**config.mk**
```make
export PLATFORM = sky130hd
export DESIGN_NAME = ops_priority_shutdown
export DESIGN_NICKNAME = d
export VERILOG_FILES = /design/src/pkg/ops_pkg.sv /design/src/rtl/ops_code_rx.sv /design/src/rtl/ops_priority_shutdown.sv
export SDC_FILE = /design/constraint.sdc
export NUM_CORES = 1
export LEC_CHECK = 0
export BUFFER_PORTS_ARGS = -buffer_cell sky130_fd_sc_hd__buf_2
export CAP_MARGIN = 20
export CORE_MARGIN = 4
export CORE_UTILIZATION = 49
export CTS_CLUSTER_DIAMETER = 120
export DETAILED_ROUTE_END_ITERATION = 8
export PLACE_DENSITY_LB_ADDON = 0.05
export SKIP_CTS_REPAIR_TIMING = 1
export SYNTH_ARGS = -nofsm -noshare
export SYNTH_HDL_FRONTEND = slang
export SYNTH_SLANG_ARGS = --single-unit
```
**constraint.sdc**
```tcl
create_clock -name clk -period 1.7 [get_ports clk]
set_clock_uncertainty 0.2 [all_clocks]
set_input_delay 0.255 -clock clk [delete_from_list [all_inputs] [get_ports clk]]
set_output_delay 0.255 -clock clk [all_outputs]
set_load 0.01 [all_outputs]
```
**src/pkg/ops_pkg.sv**
```systemverilog
// constants for the priority shutdown block: register map, reset values, timing
// assumes a 40 MHz system clock and byte-wide register access
package ops_pkg;
  localparam int unsigned CLK_HZ = 40_000_000;
  localparam logic [7:0] REMAP_ADDR = 8'h26;
  localparam logic [7:0] PRIO12_ADDR = 8'h27;
  localparam logic [7:0] PRIO34_ADDR = 8'h28;
  localparam logic [7:0] REMAP_RESET = 8'he4;
  localparam logic [7:0] PRIO_RESET = 8'h00;
  localparam logic [7:0] PRIO_RW_MASK = 8'h77;
  localparam int unsigned ODD_FIELD_LSB = 0;
  localparam int unsigned EVEN_FIELD_LSB = 4;
  localparam int unsigned CODE_W = 3;
  localparam int unsigned NUM_CH = 4;
  // low gap before a pulse at least this long means a one bit
  localparam int unsigned GAP_ONE_NS = 2000;
  // low gap at least this long starts a new code
  localparam int unsigned FRAME_GAP_NS = 10000;
  localparam int unsigned GAP_ONE_CYC = (GAP_ONE_NS * (CLK_HZ / 1_000_000) + 999) / 1000;
  localparam int unsigned FRAME_GAP_CYC = (FRAME_GAP_NS * (CLK_HZ / 1_000_000) + 999) / 1000;
  localparam int unsigned GAP_CNT_W = 10;
  localparam logic [GAP_CNT_W-1:0] GAP_ONE_CNT = GAP_CNT_W'(GAP_ONE_CYC);
  localparam logic [GAP_CNT_W-1:0] FRAME_GAP_CNT = GAP_CNT_W'(FRAME_GAP_CYC);
  typedef enum logic [1:0] {
    OPS_RX_FIRST = 2'b00,
    OPS_RX_SECOND = 2'b01,
    OPS_RX_THIRD = 2'b11,
    OPS_RX_LAST = 2'b10
  } ops_rx_state_t;
endpackage

```
**src/rtl/ops_code_rx.sv**
```systemverilog
// serial shutdown code receiver: start pulse, then three data pulses, msb first
// each data bit is carried by the low gap before its pulse
// assumes the pin is asynchronous; it is synchronised here
`timescale 1ns/1ps
`default_nettype none
module ops_code_rx
(
  input wire logic clk, // system clock
  input wire logic sys_rst, // synchronous reset
  input wire logic pin_in, // raw shutdown pin
  output logic rise_pulse, // rising edge seen, one cycle
  output logic code_valid, // full code taken, one cycle
  output logic [ops_pkg::CODE_W-1:0] code // received code, msb first
);
  logic sync1_reg, sync2_reg, prev_reg;
  logic sync1_next, sync2_next, prev_next;
  logic [ops_pkg::GAP_CNT_W-1:0] gap_reg, gap_next;
  logic [1:0] bits_reg, bits_next;
  ops_pkg::ops_rx_state_t state_reg, state_next;
  logic rise, bit_val;

  always_comb
  begin
    sync1_next = pin_in;
    sync2_next = sync1_reg;
    prev_next = sync2_reg;
    rise = sync2_reg & ~prev_reg;
    bit_val = (gap_reg >= ops_pkg::GAP_ONE_CNT);
    gap_next = gap_reg;
    bits_next = bits_reg;
    state_next = state_reg;
    code_valid = 1'b0;
    code = {bits_reg, bit_val};
    if (sync2_reg)
    begin
      gap_next = '0;
    end
    else if (gap_reg != '1)
    begin
      gap_next = gap_reg + 1'b1;
    end
    // a long idle gap always restarts framing, so a lost pulse costs one code only
    if (rise)
    begin
      if (gap_reg >= ops_pkg::FRAME_GAP_CNT)
      begin
        bits_next = '0;
        state_next = ops_pkg::OPS_RX_SECOND;
      end
      else
      begin
        case (state_reg)
          ops_pkg::OPS_RX_SECOND:
          begin
            bits_next = {1'b0, bit_val};
            state_next = ops_pkg::OPS_RX_THIRD;
          end
          ops_pkg::OPS_RX_THIRD:
          begin
            bits_next = {bits_reg[0], bit_val};
            state_next = ops_pkg::OPS_RX_LAST;
          end
          ops_pkg::OPS_RX_LAST:
          begin
            // acted on at the rising edge, well before the last pulse ends
            code_valid = 1'b1;
            state_next = ops_pkg::OPS_RX_FIRST;
          end
          default:
          begin
            // short gap with no frame open: wait for the next long idle
            state_next = ops_pkg::OPS_RX_FIRST;
          end
        endcase
      end
    end
    else if (gap_reg >= ops_pkg::FRAME_GAP_CNT)
    begin
      state_next = ops_pkg::OPS_RX_FIRST;
    end
    rise_pulse = rise;
  end

  always_ff @(posedge clk)
  begin
    if (sys_rst)
    begin
      sync1_reg <= 1'b0;
      sync2_reg <= 1'b0;
      prev_reg <= 1'b0;
      gap_reg <= '1;
      bits_reg <= '0;
      state_reg <= ops_pkg::OPS_RX_FIRST;
    end
    else
    begin
      sync1_reg <= sync1_next;
      sync2_reg <= sync2_next;
      prev_reg <= prev_next;
      gap_reg <= gap_next;
      bits_reg <= bits_next;
      state_reg <= state_next;
    end
  end
endmodule
`default_nettype wire

```
**src/rtl/ops_priority_shutdown.sv**
```systemverilog
// per-channel priority shutdown for channels 1 to 4, priority and re-mapping registers
// assumes a byte register port from the serial-bus engine and an asynchronous shutdown pin
`timescale 1ns/1ps
`default_nettype none
// How it works
// - the re-mapping register is reloaded only by power-on reset, never by the pin reset.
// - the 3-bit priority fields act only while three-bit priority mode is selected.
// - a received serial shutdown code is judged against the per-channel priority fields.
// - a priority turn-off clears channel bits like the reset command but keeps cool-down.
// - every channel whose priority value is at least the code is turned off.
// - a channel whose priority value is below the code is left alone.
// - value zero falls only to code zero, seven to any code, five to all but six and seven.
// - odd channel field in bits 2..0, even in bits 6..4, bits 7 and 3 unused.
// - no memory of past codes; each code acts at once, before its last pulse ends.
// - channels sharing a priority value are turned off together.
module ops_priority_shutdown
(
  input wire logic clk, // 40 MHz system clock
  input wire logic sys_rst, // pin reset, synchronous
  input wire logic por_rst, // power-on reset, synchronous
  input wire logic serial_fast_shutdown_input, // raw shutdown pin
  input wire logic three_bit_priority_select, // general mask mode bit
  input wire logic group_all_off, // all channels of the group in off mode
  input wire logic [ops_pkg::NUM_CH-1:0] channel_reset_cmd, // reset command, one pulse/ch
  input wire logic [7:0] reg_addr, // register address
  input wire logic reg_wr, // write strobe
  input wire logic [7:0] reg_wdata, // write data
  input wire logic reg_rd, // read strobe
  output logic [7:0] reg_rdata, // read data, valid cycle after reg_rd
  output logic [7:0] remap_value, // current re-mapping setting
  output logic [ops_pkg::NUM_CH-1:0] clear_channel_bits, // clear channel state, pulse
  output logic [ops_pkg::NUM_CH-1:0] cancel_cooldown, // stop cool-down timer, pulse
  output logic one_bit_shutdown // single-bit mode shutdown, pulse
);
  logic [7:0] prio12_reg;
  logic [7:0] prio12_next;
  logic [7:0] prio34_reg;
  logic [7:0] prio34_next;
  logic [7:0] remap_reg;
  logic [7:0] remap_next;
  logic [7:0] rdata_reg;
  logic [7:0] rdata_next;
  logic [ops_pkg::NUM_CH-1:0] clear_reg;
  logic [ops_pkg::NUM_CH-1:0] clear_next;
  logic [ops_pkg::NUM_CH-1:0] cancel_reg;
  logic [ops_pkg::NUM_CH-1:0] cancel_next;
  logic onebit_reg;
  logic onebit_next;
  logic rx_rise;
  logic rx_valid;
  logic [ops_pkg::CODE_W-1:0] rx_code;
  logic code_act;
  logic [ops_pkg::NUM_CH-1:0] prio_hit;
  logic remap_dup;
  logic remap_ok;
  logic wr_prio12;
  logic wr_prio34;
  logic wr_remap;

  ops_code_rx u_rx
  (
    .clk(clk),
    .sys_rst(sys_rst),
    .pin_in(serial_fast_shutdown_input),
    .rise_pulse(rx_rise),
    .code_valid(rx_valid),
    .code(rx_code)
  );

  // the code only counts in three-bit mode; the fields stay live either way
  assign code_act = three_bit_priority_select && rx_valid;

  // one comparator per channel, all fire in the same cycle
  for (genvar ch = 0; ch < ops_pkg::NUM_CH; ch++)
  begin : g_cmp
    logic [ops_pkg::CODE_W-1:0] field;
    logic [7:0] src;
    assign src = (ch < 2) ? prio12_reg : prio34_reg;
    assign field = (ch % 2 == 0) ? src[ops_pkg::ODD_FIELD_LSB +: ops_pkg::CODE_W]
      : src[ops_pkg::EVEN_FIELD_LSB +: ops_pkg::CODE_W];
    // greater or equal: a code hits its own value and every lower priority
    assign prio_hit[ch] = code_act && (field >= rx_code);
  end

  // write decode; unmapped addresses fall through and are dropped
  always_comb
  begin
    wr_prio12 = 1'b0;
    wr_prio34 = 1'b0;
    wr_remap = 1'b0;
    if (reg_wr)
    begin
      case (reg_addr)
        ops_pkg::PRIO12_ADDR: wr_prio12 = 1'b1;
        ops_pkg::PRIO34_ADDR: wr_prio34 = 1'b1;
        ops_pkg::REMAP_ADDR: wr_remap = 1'b1;
        default: wr_remap = 1'b0;
      endcase
    end
  end

  // duplicate physical channel codes are refused whole
  always_comb
  begin
    remap_dup = 1'b0;
    for (int i = 0; i < 4; i++)
    begin
      for (int j = i + 1; j < 4; j++)
      begin
        if (reg_wdata[2*i +: 2] == reg_wdata[2*j +: 2])
        begin
          remap_dup = 1'b1;
        end
      end
    end
  end

  // a re-map is taken only with the whole group off and no physical channel used twice
  assign remap_ok = group_all_off && !remap_dup;

  always_comb
  begin
    prio12_next = prio12_reg;
    prio34_next = prio34_reg;
    remap_next = remap_reg;
    // unused bits 7 and 3 are never stored, so they always read back zero
    if (wr_prio12)
    begin
      prio12_next = reg_wdata & ops_pkg::PRIO_RW_MASK;
    end
    if (wr_prio34)
    begin
      prio34_next = reg_wdata & ops_pkg::PRIO_RW_MASK;
    end
    if (wr_remap && remap_ok)
    begin
      remap_next = reg_wdata;
    end
  end

  // read data holds until the next read strobe
  always_comb
  begin
    rdata_next = rdata_reg;
    if (reg_rd)
    begin
      case (reg_addr)
        ops_pkg::PRIO12_ADDR: rdata_next = prio12_reg;
        ops_pkg::PRIO34_ADDR: rdata_next = prio34_reg;
        ops_pkg::REMAP_ADDR: rdata_next = remap_reg;
        // unmapped reads give zero rather than stale data
        default: rdata_next = 8'h00;
      endcase
    end
  end

  // shutdown clears like a channel reset, but only the reset command stops cool-down
  always_comb
  begin
    // a command and a code on one channel in one cycle give a single clear
    clear_next = prio_hit | channel_reset_cmd;
    cancel_next = channel_reset_cmd;
    onebit_next = rx_rise && !three_bit_priority_select;
  end

  // pin reset leaves the re-mapping alone, user mappings survive it
  always_ff @(posedge clk)
  begin
    if (por_rst)
    begin
      remap_reg <= ops_pkg::REMAP_RESET;
    end
    else
    begin
      remap_reg <= remap_next;
    end
  end

  // priority fields follow either reset, unlike the re-mapping
  always_ff @(posedge clk)
  begin
    if (sys_rst || por_rst)
    begin
      prio12_reg <= ops_pkg::PRIO_RESET;
      prio34_reg <= ops_pkg::PRIO_RESET;
      rdata_reg <= 8'h00;
    end
    else
    begin
      prio12_reg <= prio12_next;
      prio34_reg <= prio34_next;
      rdata_reg <= rdata_next;
    end
  end

  // single-cycle strobes; the channel logic downstream does the clearing
  always_ff @(posedge clk)
  begin
    if (sys_rst || por_rst)
    begin
      clear_reg <= '0;
      cancel_reg <= '0;
      onebit_reg <= 1'b0;
    end
    else
    begin
      clear_reg <= clear_next;
      cancel_reg <= cancel_next;
      onebit_reg <= onebit_next;
    end
  end

  assign reg_rdata = rdata_reg;
  assign remap_value = remap_reg;
  assign clear_channel_bits = clear_reg;
  assign cancel_cooldown = cancel_reg;
  assign one_bit_shutdown = onebit_reg;
endmodule
`default_nettype wire

```
# Yosys cells after proc, flatten, opt, wreduce, memory -nomap -nowiden
# Index checks and enable logic that the tools add are counted.
[totals] reg_bits=54 latch_bits=0 ramBits=0 mem_bits_ro=0 input_bits=28 out_inout_bits=25 wordCells=75 n_memories=0
[op_classes] addsub=1 multipliers=0 div=0 n_lt_le_gt_ge=6 n_eq_ne=13 shifts=0 mux=24 n_bitwise=3 reduce_logical=15
[ops] op="8-bit by 6-bit equality test with 1-bit output (second input constant)" n=3
[ops] op="8-bit case mux with 3 select lines" n=1
[ops] op="10-bit two-way mux" n=2
[ops] op="1-bit two-way mux" n=15
[ops] op="2-bit equality test" n=6
[ops] op="3-bit greater-or-equal comparator" n=4
[ops] op="10-bit by 1-bit adder with 10-bit output (second input constant)" n=1
[ops] op="10-bit by 7-bit greater-or-equal comparator with 1-bit output (second input constant)" n=1
[ops] op="10-bit by 9-bit greater-or-equal comparator with 1-bit output (second input constant)" n=1
[ops] op="10-bit != test (second input constant)" n=1
[ops] op="1-bit logical AND" n=8
[ops] op="2-bit two-way mux" n=4
[ops] op="2-bit case mux with 2 select lines" n=2
[ops] op="2-bit equality test (second input constant)" n=2
[ops] op="4-bit OR" n=1
[ops] op="2-bit nonzero test" n=2
[ops] op="3-bit nonzero test" n=1
[ops] op="2-bit by 1-bit equality test with 1-bit output (second input constant)" n=1
[ops] op="1-bit zero test" n=2
[ops] op="2-bit AND reduction" n=1
[ops] op="1-bit AND" n=1
[ops] op="1-bit logical OR" n=1
[ops] op="1-bit NOT" n=1

# Logic depth before layout (Yosys ltp)
# Gate-level depths: netlist of run 1.
[logic_depth] depth_word=10 ltp_mapped=8 ltp_nobuf=7

# By module
# Synthesis of run 1 repeated with hierarchy kept, for this count alone.
[unflattened] cells_unflattened=308 area_unflattened_um2=2738.9
[by_module_without_submodules] mod="ops_priority_shutdown" instances=1 cells_per_inst=214 area_each_um2=1889.3 seq_area_each_um2=740.7
[by_module_without_submodules] mod="ops_code_rx" instances=1 cells_per_inst=94 area_each_um2=849.6 seq_area_each_um2=340.3

# Worst setup path before layout of run 1
# Ideal clock, no wire load.
[synth_timing] path_type="reg-to-reg" start="reg u_rx.gap_reg[9] (netlist name)" end="reg clear_reg (netlist bit clear_channel_bits[3])" setup_time_ns=0.119 arrival_ns=1.478 t_required_ns=1.381 path_slack_ns=-0.097 path_stages_with_launch=9 n_path_buf=1 synth_period_minus_slack_ns=1.797 cell_sequence="dfxtp_1 > clkbuf_1 > nor3_1 > nand2_1 > ha_1 > nand2b_1 > a21o_1 > a21oi_1 > o21bai_1"
[synth_via] elab_chain_cells=6 word_cells_on_any_way=8 cone_classes="order compare (3); mux (2); bitwise (1); reduce/logical (2)"
[synth_rtl] element="start, declared" line="ops_code_rx.sv:17" text="logic [ops_pkg::GAP_CNT_W-1:0] gap_reg, gap_next;"
[synth_rtl] element="start signal, assigned" line="ops_code_rx.sv:100" text="gap_reg <= gap_next;"
[synth_rtl] element="branches (longest 4 deep; another with 10-bit by 7-bit greater-or-equal comparator with 1-bit output)"
[synth_rtl] element="1-bit logical AND *" line="ops_priority_shutdown.sv:82" text="assign prio_hit[ch] = code_act && (field >= rx_code);"
[synth_rtl] element="4-bit OR *" line="ops_priority_shutdown.sv:161" text="clear_next = prio_hit | channel_reset_cmd;"
[synth_rtl] element="end signal, assigned" line="ops_priority_shutdown.sv:207" text="clear_reg <= clear_next;"
[synth_rtl] element="end, declared" line="ops_priority_shutdown.sv:43" text="logic [ops_pkg::NUM_CH-1:0] clear_reg;"
# Mark *: on every way between the ends.
# A chain may end at the register's enable or synchronous reset.

# Worst setup path after layout of run 1
[layout_timing] start="reg u_rx.gap_reg[9] (netlist name)" end="reg clear_reg (netlist bit clear_channel_bits[0])"
# Same word-level chain as after synthesis.

==> results of run 1 <==
==> through the flow <==
step	setup WS [ps]	utilization, %
after floorplan	-85.1	-
after global placement	-50.8	62.2
after detailed placement	-72.9	62.2
after CTS	-99.7	63.8
after global routing	-73.2	67.4
final	-4.20	67.4
==> cell usage after synthesis (3+ instances only) <==
cell type and count:
nand4_1 3, xor2_1 15, inv_1 12, a21o_1 5, ha_1 14, nor2_1 31
and2_1 5, mux2i_1 24, nor2b_1 4, a22oi_1 6, a21oi_1 8, o21ai_0 4
nand2b_1 5, a22o_1 4, nand2_1 23, dfxtp_1 54, o211ai_1 4, nand3_1 5
buf_2 6, o21bai_1 12, nor3_1 4, clkbuf_1 8
==> worst paths after layout <==
check / startpoint / end / slack (ps)
max: u_rx.gap_reg[9]$_SDFFE_PP1P_ / clear_channel_bits[0]$_SDFF_PP0_ / -4
min: reg_wdata[3] / remap_value[3]$_SDFFE_PP0P_ / 40
max reg2reg: u_rx.gap_reg[9]$_SDFFE_PP1P_ / clear_channel_bits[0]$_SDFF_PP0_ / -4
min reg2reg: u_rx.sync1_reg$_SDFF_PP0_ / u_rx.prev_next$_SDFF_PP0_ / 260
==> layer usage <==
metal / up-vias / GRT usage (%) / wire (um)
li1: 1166 / - / -
met1: 1055 / 23.7 / 2800
met2: 54 / 34.5 / 3140
met3: 10 / 4.28 / 287
met4: 0 / 7.48 / 124
met5: - / 0 / 0
==> area by class of cell <==
type | instances | area, sq um
clock buffer | 6 | 82.6
fill | 432 | 1690
inverter | 12 | 45.0
multi-input combinational | 204 | 1600
sequential | 54 | 1090
tap | 70 | 87.6
timing repair buffer | 93 | 583
==> cells by family (layout without fill, tap and decap cells) <==
family          after synthesis  count (layout)
buf+inv                      27             111
flops                        54              54
xor+xnor                     16              16
simple gates                 94              94
fa+ha+maj                    14              14
compound gates               56              56
mux                          24              24
==> worst reg2reg max path, stage by stage, from the launching register on <==
cell and delay (ps):
dfxtp_2 340, nor3_4 200, nand2_4 130, ha_4 230, nand2b_4 130, a21o_1 150, a21oi_2 140, o21bai_1 70
==> power groups by stage <==
stage,clock [mW],combinational [mW],sequential [mW]
after global placement,0,1.01,1.49
after CTS,0.738,1.03,1.46
after detailed placement,0,1.02,1.49
after global routing,0.784,1.22,1.49
after floorplan,0,0.639,1.51
final,0.709,1.09,1.48
==> flow_summary.ini, run 1 <==
[synthesis]
async_reset_ff_share_pct = 0
synth_edf_count = 0
ys_types = 45
synth_fa_ha_area_share_pct = 6.60
synth.cell_area_sq_um = 2650
synth-compound-area-share_pct = 15.3
synthTopCellsByArea = dfxtp_1, mux2i_1, ha_1
synth_seq_area_share_pct = 40.8
syn_nets = 327
ys.flop_type = dfxtp_1
yosysTopAreaCellShare_pct = 40.8
synth-xor-area-share_pct = 5.28
syn_avg_cell_area_sq_um = 9.31
synth_mux_area_share_pct = 9.06
synth_top_family_by_area = simple AND/OR/NAND/NOR gates
yosys.area_share.simple_pct = 18.9
yosys_warnings = 0
synth_cells = 285
synth.ff_latch_count = 54
synth.largest_area_cell = dfxtp_1

[sta]
min_period_ps = 1700
maxSlewHeadroom_pct = 69.4
finalMaxSlewViolations = 0
worst_pin_slew_ps = 457
tns_ps = -4.20
fin_crit_sh_pct = 100
holdWs_ps = 44.4
rsz0062_at_grt = yes
fmax_mhz = 587
worst_slack_ps = -4.20
setup_viol = 1
hold_viol = 0

[placed_design]
dp_hpwl_um = 4780
port-buffer-count = 52
gp_congestion = 0.804
place_area_sq_um = 3220
dp.cells = 427

[critical_path]
r2r_cells = 7
cp.depth = 7
crit_type = flip-flop to flip-flop
worstPathMaxFanout = 5
cp-end-kind = flip-flop
path_delay_family = simple AND/OR/NAND/NOR gates
slowest_stage = dfxtp_2
path_cells = nor3_4 > nand2_4 > ha_4 > nand2b_4 > a21o_1 > a21oi_2 > o21bai_1
crit_arrival_ps = 1700
crit_required_ps = 1700
max_stage_delay_ps = 340
start_kind = flip-flop
crit_buf_inv = 0

[power_and_ir_drop]
irDropWorstVdd_mv = 0.776
powerDensity_nw_per_um2 = 940
switching_share_pct = 31.4
power_frac_comb_pct = 33.2
power_frac_seq_pct = 45.1
power_mw = 3.28
p_int_mw = 2.25
p_leak_nw = 1.64
p_sw_mw = 1.03
clkPwrFrac_pct = 21.6

[finish]
area.growth.synth_to_final_pct = 31.4
n_antenna_cell = 0
final_nets = 412
layout-drive-gt1-share_pct = 32.8
largest_reg_flops = 12
final_common_cell = buf_2
final_area_sq_um = 3480
final_cell_mix = buf_2, dfxtp_1, buf_4
final_cell_count_no_fill = 439

[global_routing]
antenna_found_initial = 0
grt_max_degree = 18
grt_pass1_wl_um = 10200
grt_pass1_vias = 2209
track_usage_pct = 19.8
grt_overflow = 0

[die]
placementRows = 26
ios = 53
die_width_um = 81.6
start_util_pct = 51.3
core_sq_um = 5170
die-area_sq_um = 6650
die_height_um = 81.6

[clock_tree]
clkSinkCount = 54
clock_latency_ps = 300
path_clk_slew_ps = 90
cts_buffers = 5
root_buffer = clkbuf_8
clockBufferDepth = 2
htree_levels = 2
cts_tree = done

[route]
vias = 2285
wl_per_cell_um = 14.5
vias_per_cell = 5.21
firstDrtPassIters = 4
routed_wl_um = 6350
drtIter0Drc = 67
drc = 0
final_antenna_net_count = 0

[min_path]
hp-class = input port to flip-flop
min_path_cells = 3

[run_status]
violations = setup timing
status = finished with violations

[job]
maxCapViolCount = 0
No activity file was read; power rests on OpenSTA's default activity.
==> run 2: changes to the inputs <==
Settings changed: CORE_UTILIZATION 49 to 55.
Clock period 1.7 ns to 2 ns, I/O delays scaled along.
==> run 2 against run 1 <==
The run now ends clean. Critical path depth is the same. Sequential share of layout area grew 3.4 points. Sequential cell count is the same. Sequential power shrank 14%. Count of clock-buffer cells in the layout is the same. Via count shrank 5.3%. Final cell count shrank 10%. Routed wire length shrank 9.8%. Non-clock buffer count shrank 30. Highest routed layer unchanged.
==> flow_summary.ini, run 2 (synthesized netlist as in run 1, its figures left out) <==
[run_status]
status = finished clean

[critical_path]
max_stage_delay_ps = 380
reg2reg_to = clear_channel_bits[3]$_SDFF_PP0_
crit_arrival_ps = 1810
path_delay_family = simple AND/OR/NAND/NOR gates
worstPathMaxFanout = 6
crit_buf_inv = 0
r2r_cells = 7
crit_path_start = u_rx.gap_reg[8]$_SDFFE_PP1P_
cp-end-kind = flip-flop
r2r_slack_ps = 190
reg2reg_from = u_rx.gap_reg[8]$_SDFFE_PP1P_
start_kind = flip-flop
crit_required_ps = 2000
slowest_stage = dfxtp_1
crit_type = flip-flop to flip-flop
path_cells = nor3_2 > nand2_2 > ha_1 > nand2b_1 > a21o_1 > a21oi_1 > o21bai_1

[sta]
maxSlewHeadroom_pct = 72.1
finalMaxSlewViolations = 0
min_period_ps = 1810
fmax_mhz = 552
setup_viol = 0
tns_ps = 0
worst_pin_slew_ps = 415
hold_viol = 0
rsz0062_at_grt = no
fin_crit_sh_pct = 90.7

[finish]
area.growth.synth_to_final_pct = 17.6
largest_reg_flops = 12
n_antenna_cell = 0
layout-drive-gt1-share_pct = 22.1
final_nets = 382
final_cell_mix = dfxtp_1, buf_2, nor2_1
nFillCells = 409
final_common_cell = dfxtp_1

[placed_design]
gp_congestion = 0.794
dp_hpwl_um = 4450
port-buffer-count = 52

[route]
drc = 0
final_antenna_net_count = 0
routed_wl_um = 5730
drtIter0Drc = 128
vias = 2165
firstDrtPassIters = 4
wl_per_cell_um = 14.5
vias_per_cell = 5.49

[clock_tree]
clkSinkCount = 54
clockBufferDepth = 2
clock_latency_ps = 300
root_buffer = clkbuf_8
htree_levels = 2
cts_tree = done
cts_buffers = 5
path_clk_slew_ps = 100

[power_and_ir_drop]
powerDensity_nw_per_um2 = 870
power_frac_seq_pct = 46.6
power_frac_comb_pct = 26.2
power_mw = 2.71
irDropWorstVdd_mv = 0.801
switching_share_pct = 31.0
p_int_mw = 1.87
p_leak_nw = 1.47
p_sw_uw = 842
clkPwrFrac_pct = 27.1

[die]
die-area_sq_um = 6000
ios = 53
placementRows = 25
die_height_um = 77.4
die_width_um = 77.4
core_sq_um = 4690
start_util_pct = 56.5

[min_path]
min_path_cells = 2
holdCritStartpoint = channel_reset_cmd[3]
hp-class = input port to flip-flop
hold_end = cancel_cooldown[3]$_SDFF_PP0_

[global_routing]
antenna_found_initial = 0
track_usage_pct = 19.9
grt_overflow = 0
grt_max_degree = 20
grt_pass1_vias = 2029
grt_pass1_wl_um = 9670

[job]
maxCapViolCount = 0
[run 2: changes by cell type in the layout (fill, tap and decap cells not counted), moves of 5 or more]
cell and change:
buf_4 -25, dfxtp_1 +5, dfxtp_2 -5, dlygate4sd3_1 -5
[run 2: per-layer routing]
metal | vias up | global-route usage, % | wire length [um]
met5 | - | 0 | 0
met4 | 0 | 5.69 | 59
met3 | 6 | 4.18 | 276
met2 | 50 | 33.8 | 2780
met1 | 1001 | 25.5 | 2620
li1 | 1108 | - | -
[run 2: final cells by class]
cell class | instances | area [sq um] | area share, %
Multi-Input combinational cell | 204 | 1470 | 47.1
Sequential cell | 54 | 1080 | 34.6
Timing Repair Buffer | 63 | 345 | 11.1
Clock buffer | 6 | 82.6 | 2.65
Tap cell | 54 | 67.6 | 2.17
Inverter | 12 | 45.0 | 1.44
Clock inverter | 1 | 30.0 | 0.962
[run 2: worst max path at each step]
stage	endpoint	depth (start not counted)
floorplan	remap_value[0]$_SDFFE_PP0P_	4
global placement	clear_channel_bits[2]$_SDFF_PP0_	7
detailed placement	clear_channel_bits[2]$_SDFF_PP0_	7
CTS	clear_channel_bits[2]$_SDFF_PP0_	7
global route	u_rx.gap_reg[1]$_SDFFE_PP1P_	5
finish	clear_channel_bits[3]$_SDFF_PP0_	7
[run 2: power by group through the flow]
stage               Clock, mW  Combinational [mW]  Sequential, mW
global placement            0               0.678            1.28
detailed placement          0               0.695            1.29
floorplan                   0               0.523            1.27
finish                  0.736               0.712            1.27
global route            0.809               0.802            1.29
CTS                     0.751               0.701            1.26
[run 2: per-stage QoR]
stage / util, % / instance area [sq um] / setup slack, ps / hold WS [ps] / instances
global route: 66.5 / 3120 / 13.1 / 7.48 / 394
floorplan: - / 2650 / 169 / 172 / 285
detailed placement: 63.7 / 2990 / 121 / 245 / 386
CTS: 66.1 / 3100 / 99.2 / -48.1 / 393
finish: 66.5 / 3120 / 187 / 11.5 / 394
global placement: 63.7 / 2990 / 190 / 234 / 386
==> run 3: changes to the inputs <==
Settings changed: BUFFER_PORTS_ARGS -buffer_cell sky130_fd_sc_hd__buf_2 to not set, DONT_BUFFER_PORTS set to 1.
==> run 3 against run 2 <==
The run now ends with hold timing left. Non-clock buffer count decreased by 40. Sequential power about the same. Final cell count decreased by 10%. Critical endpoint is now clear_channel_bits[2]$_SDFF_PP0_. Routed wire length increased by 2.5%. Critical path type unchanged. Combinational power decreased by 6.3%. Count of clock-buffer cells in the layout unchanged. Cell area decreased by 5.3%. Sequential share of layout area increased by 1.9 points. Clock power decreased by 20%.
==> flow_summary.ini, run 3 (synthesized netlist as in run 1, its figures left out) <==
[run_status]
status = finished with violations
violations = hold timing

[clock_tree]
clock_latency_ps = 310
htree_levels = 2
path_clk_slew_ps = 90
cts_buffers = 5
clkSinkCount = 54
cts_tree = done
root_buffer = clkbuf_8
clockBufferDepth = 2

[critical_path]
start_kind = flip-flop
cp.depth = 7
crit_required_ps = 2000
slowest_stage = dfxtp_1
crit_buf_inv = 0
crit_type = flip-flop to flip-flop
r2r_cells = 7
path_cells = o21ai_0 > nand2_2 > ha_1 > nand2b_1 > a21o_1 > a21oi_1 > o21bai_1
crit_arrival_ps = 1850
path_delay_family = compound AO/OA/AOI/OAI gates
max_stage_delay_ps = 360
cp-end-kind = flip-flop
worstPathMaxFanout = 6

[sta]
hold_viol = 1
fin_crit_sh_pct = 92.7
maxSlewHeadroom_pct = 62.7
fmax_mhz = 539
tns_ps = 0
worst_pin_slew_ps = 557
setup_viol = 0
finalMaxSlewViolations = 0
holdWs_ps = -57.1
min_period_ps = 1850

[finish]
largest_reg_flops = 12
multi_input_area_sq_um = 1470
regArea_sq_um = 1080
n_antenna_cell = 0
area.growth.synth_to_final_pct = 11.4
final_nets = 342
layout-drive-gt1-share_pct = 6.33
final_cell_mix = dfxtp_1, nor2_1, mux2i_1
final_common_cell = dfxtp_1
post-route-util_pct = 63.0
nFillCells = 416

[global_routing]
grt_pass1_wl_um = 9320
antenna_found_initial = 0
grt_max_degree = 20
grt_overflow = 0
track_usage_pct = 19.6
grt_pass1_vias = 1935

[route]
final_antenna_net_count = 0
drtIter0Drc = 118
vias_per_cell = 5.74
firstDrtPassIters = 4
wl_per_cell_um = 16.6
routed_wl_um = 5880
vias = 2032
drc = 0

[min_path]
hp-class = input port to flip-flop
min_path_cells = 2

[placed_design]
gp_congestion = 0.749
dp_hpwl_um = 4120
port-buffer-count = 0

[power_and_ir_drop]
p_leak_nw = 1.27
powerDensity_nw_per_um2 = 856
irDropWorstVdd_mv = 0.565

[die]
die_height_um = 77.4
die-area_sq_um = 6000
ios = 53
die_width_um = 77.4
start_util_pct = 56.5
placementRows = 25
core_sq_um = 4690

[job]
maxCapViolCount = 0
[run 3: cell count changes in the layout (fill, tap and decap cells not counted), sizes merged]
| cell | delta |
|---|---|
| clkinvlp | +1 |
| dlygate4sd3 | +15 |
| buf | -55 |
| bufinv | -1 |
[run 3: worst register-to-register path: stages, from the launching register on]
cell	delay (ps)
dfxtp_1	360
o21ai_0	230
nand2_2	140
ha_1	290
nand2b_1	140
a21o_1	170
a21oi_1	150
o21bai_1	70
[run 3: stage by stage]
stage,total power [mW],hold WS [ps],cells,setup slack [ps],cell area (sq um)
2_1_floorplan,1.79,172,285,169,2650
3_3_place_gp,1.91,172,331,171,2710
3_5_place_dp,1.91,173,331,137,2710
4_1_cts,2.50,-160,338,127,2790
5_1_grt,2.68,1.56,354,-3.41,2960
6_report,2.53,-57.1,354,145,2960
[run 3: path summary, 6_finish.rpt]
| check | slack, ps | endpoint | startpoint |
|---|---|---|---|
| max | 150 | clear_channel_bits[2]$_SDFF_PP0_ | u_rx.gap_reg[4]$_SDFFE_PP1P_ |
| min | -60 | g_cmp[2].src[4]$_SDFFE_PP0P_ | reg_wdata[4] |
| max reg2reg | 150 | clear_channel_bits[2]$_SDFF_PP0_ | u_rx.gap_reg[4]$_SDFFE_PP1P_ |
| min reg2reg | 250 | u_rx.prev_next$_SDFF_PP0_ | u_rx.sync1_reg$_SDFF_PP0_ |
[run 3: routing by layer]
layer,global-route usage (%),vias to the layer above,share of wire [%]
met5,0,-,0
met4,6.76,0,1.5
met3,6.50,8,6.2
met2,33.0,64,49
met1,23.3,933,44
li1,-,1027,-
[run 3: cell type report]
cell class	instances	share of cell area, %
well taps	54	2.29
clock buffers	6	2.46
flip-flops and latches	54	36.6
multi-input cells	204	49.7
repair buffers	23	7.20
inverters	12	1.52
clock inverters	1	0.254
[run 3: where the power goes]
part | total [mW] | switching (mW) | internal, mW | leakage, nW
sequential | 1.27 | 0.102 | 1.17 | 0.440
combinational | 0.667 | 0.372 | 0.295 | 0.789
clock | 0.592 | 0.350 | 0.241 | 0.0373
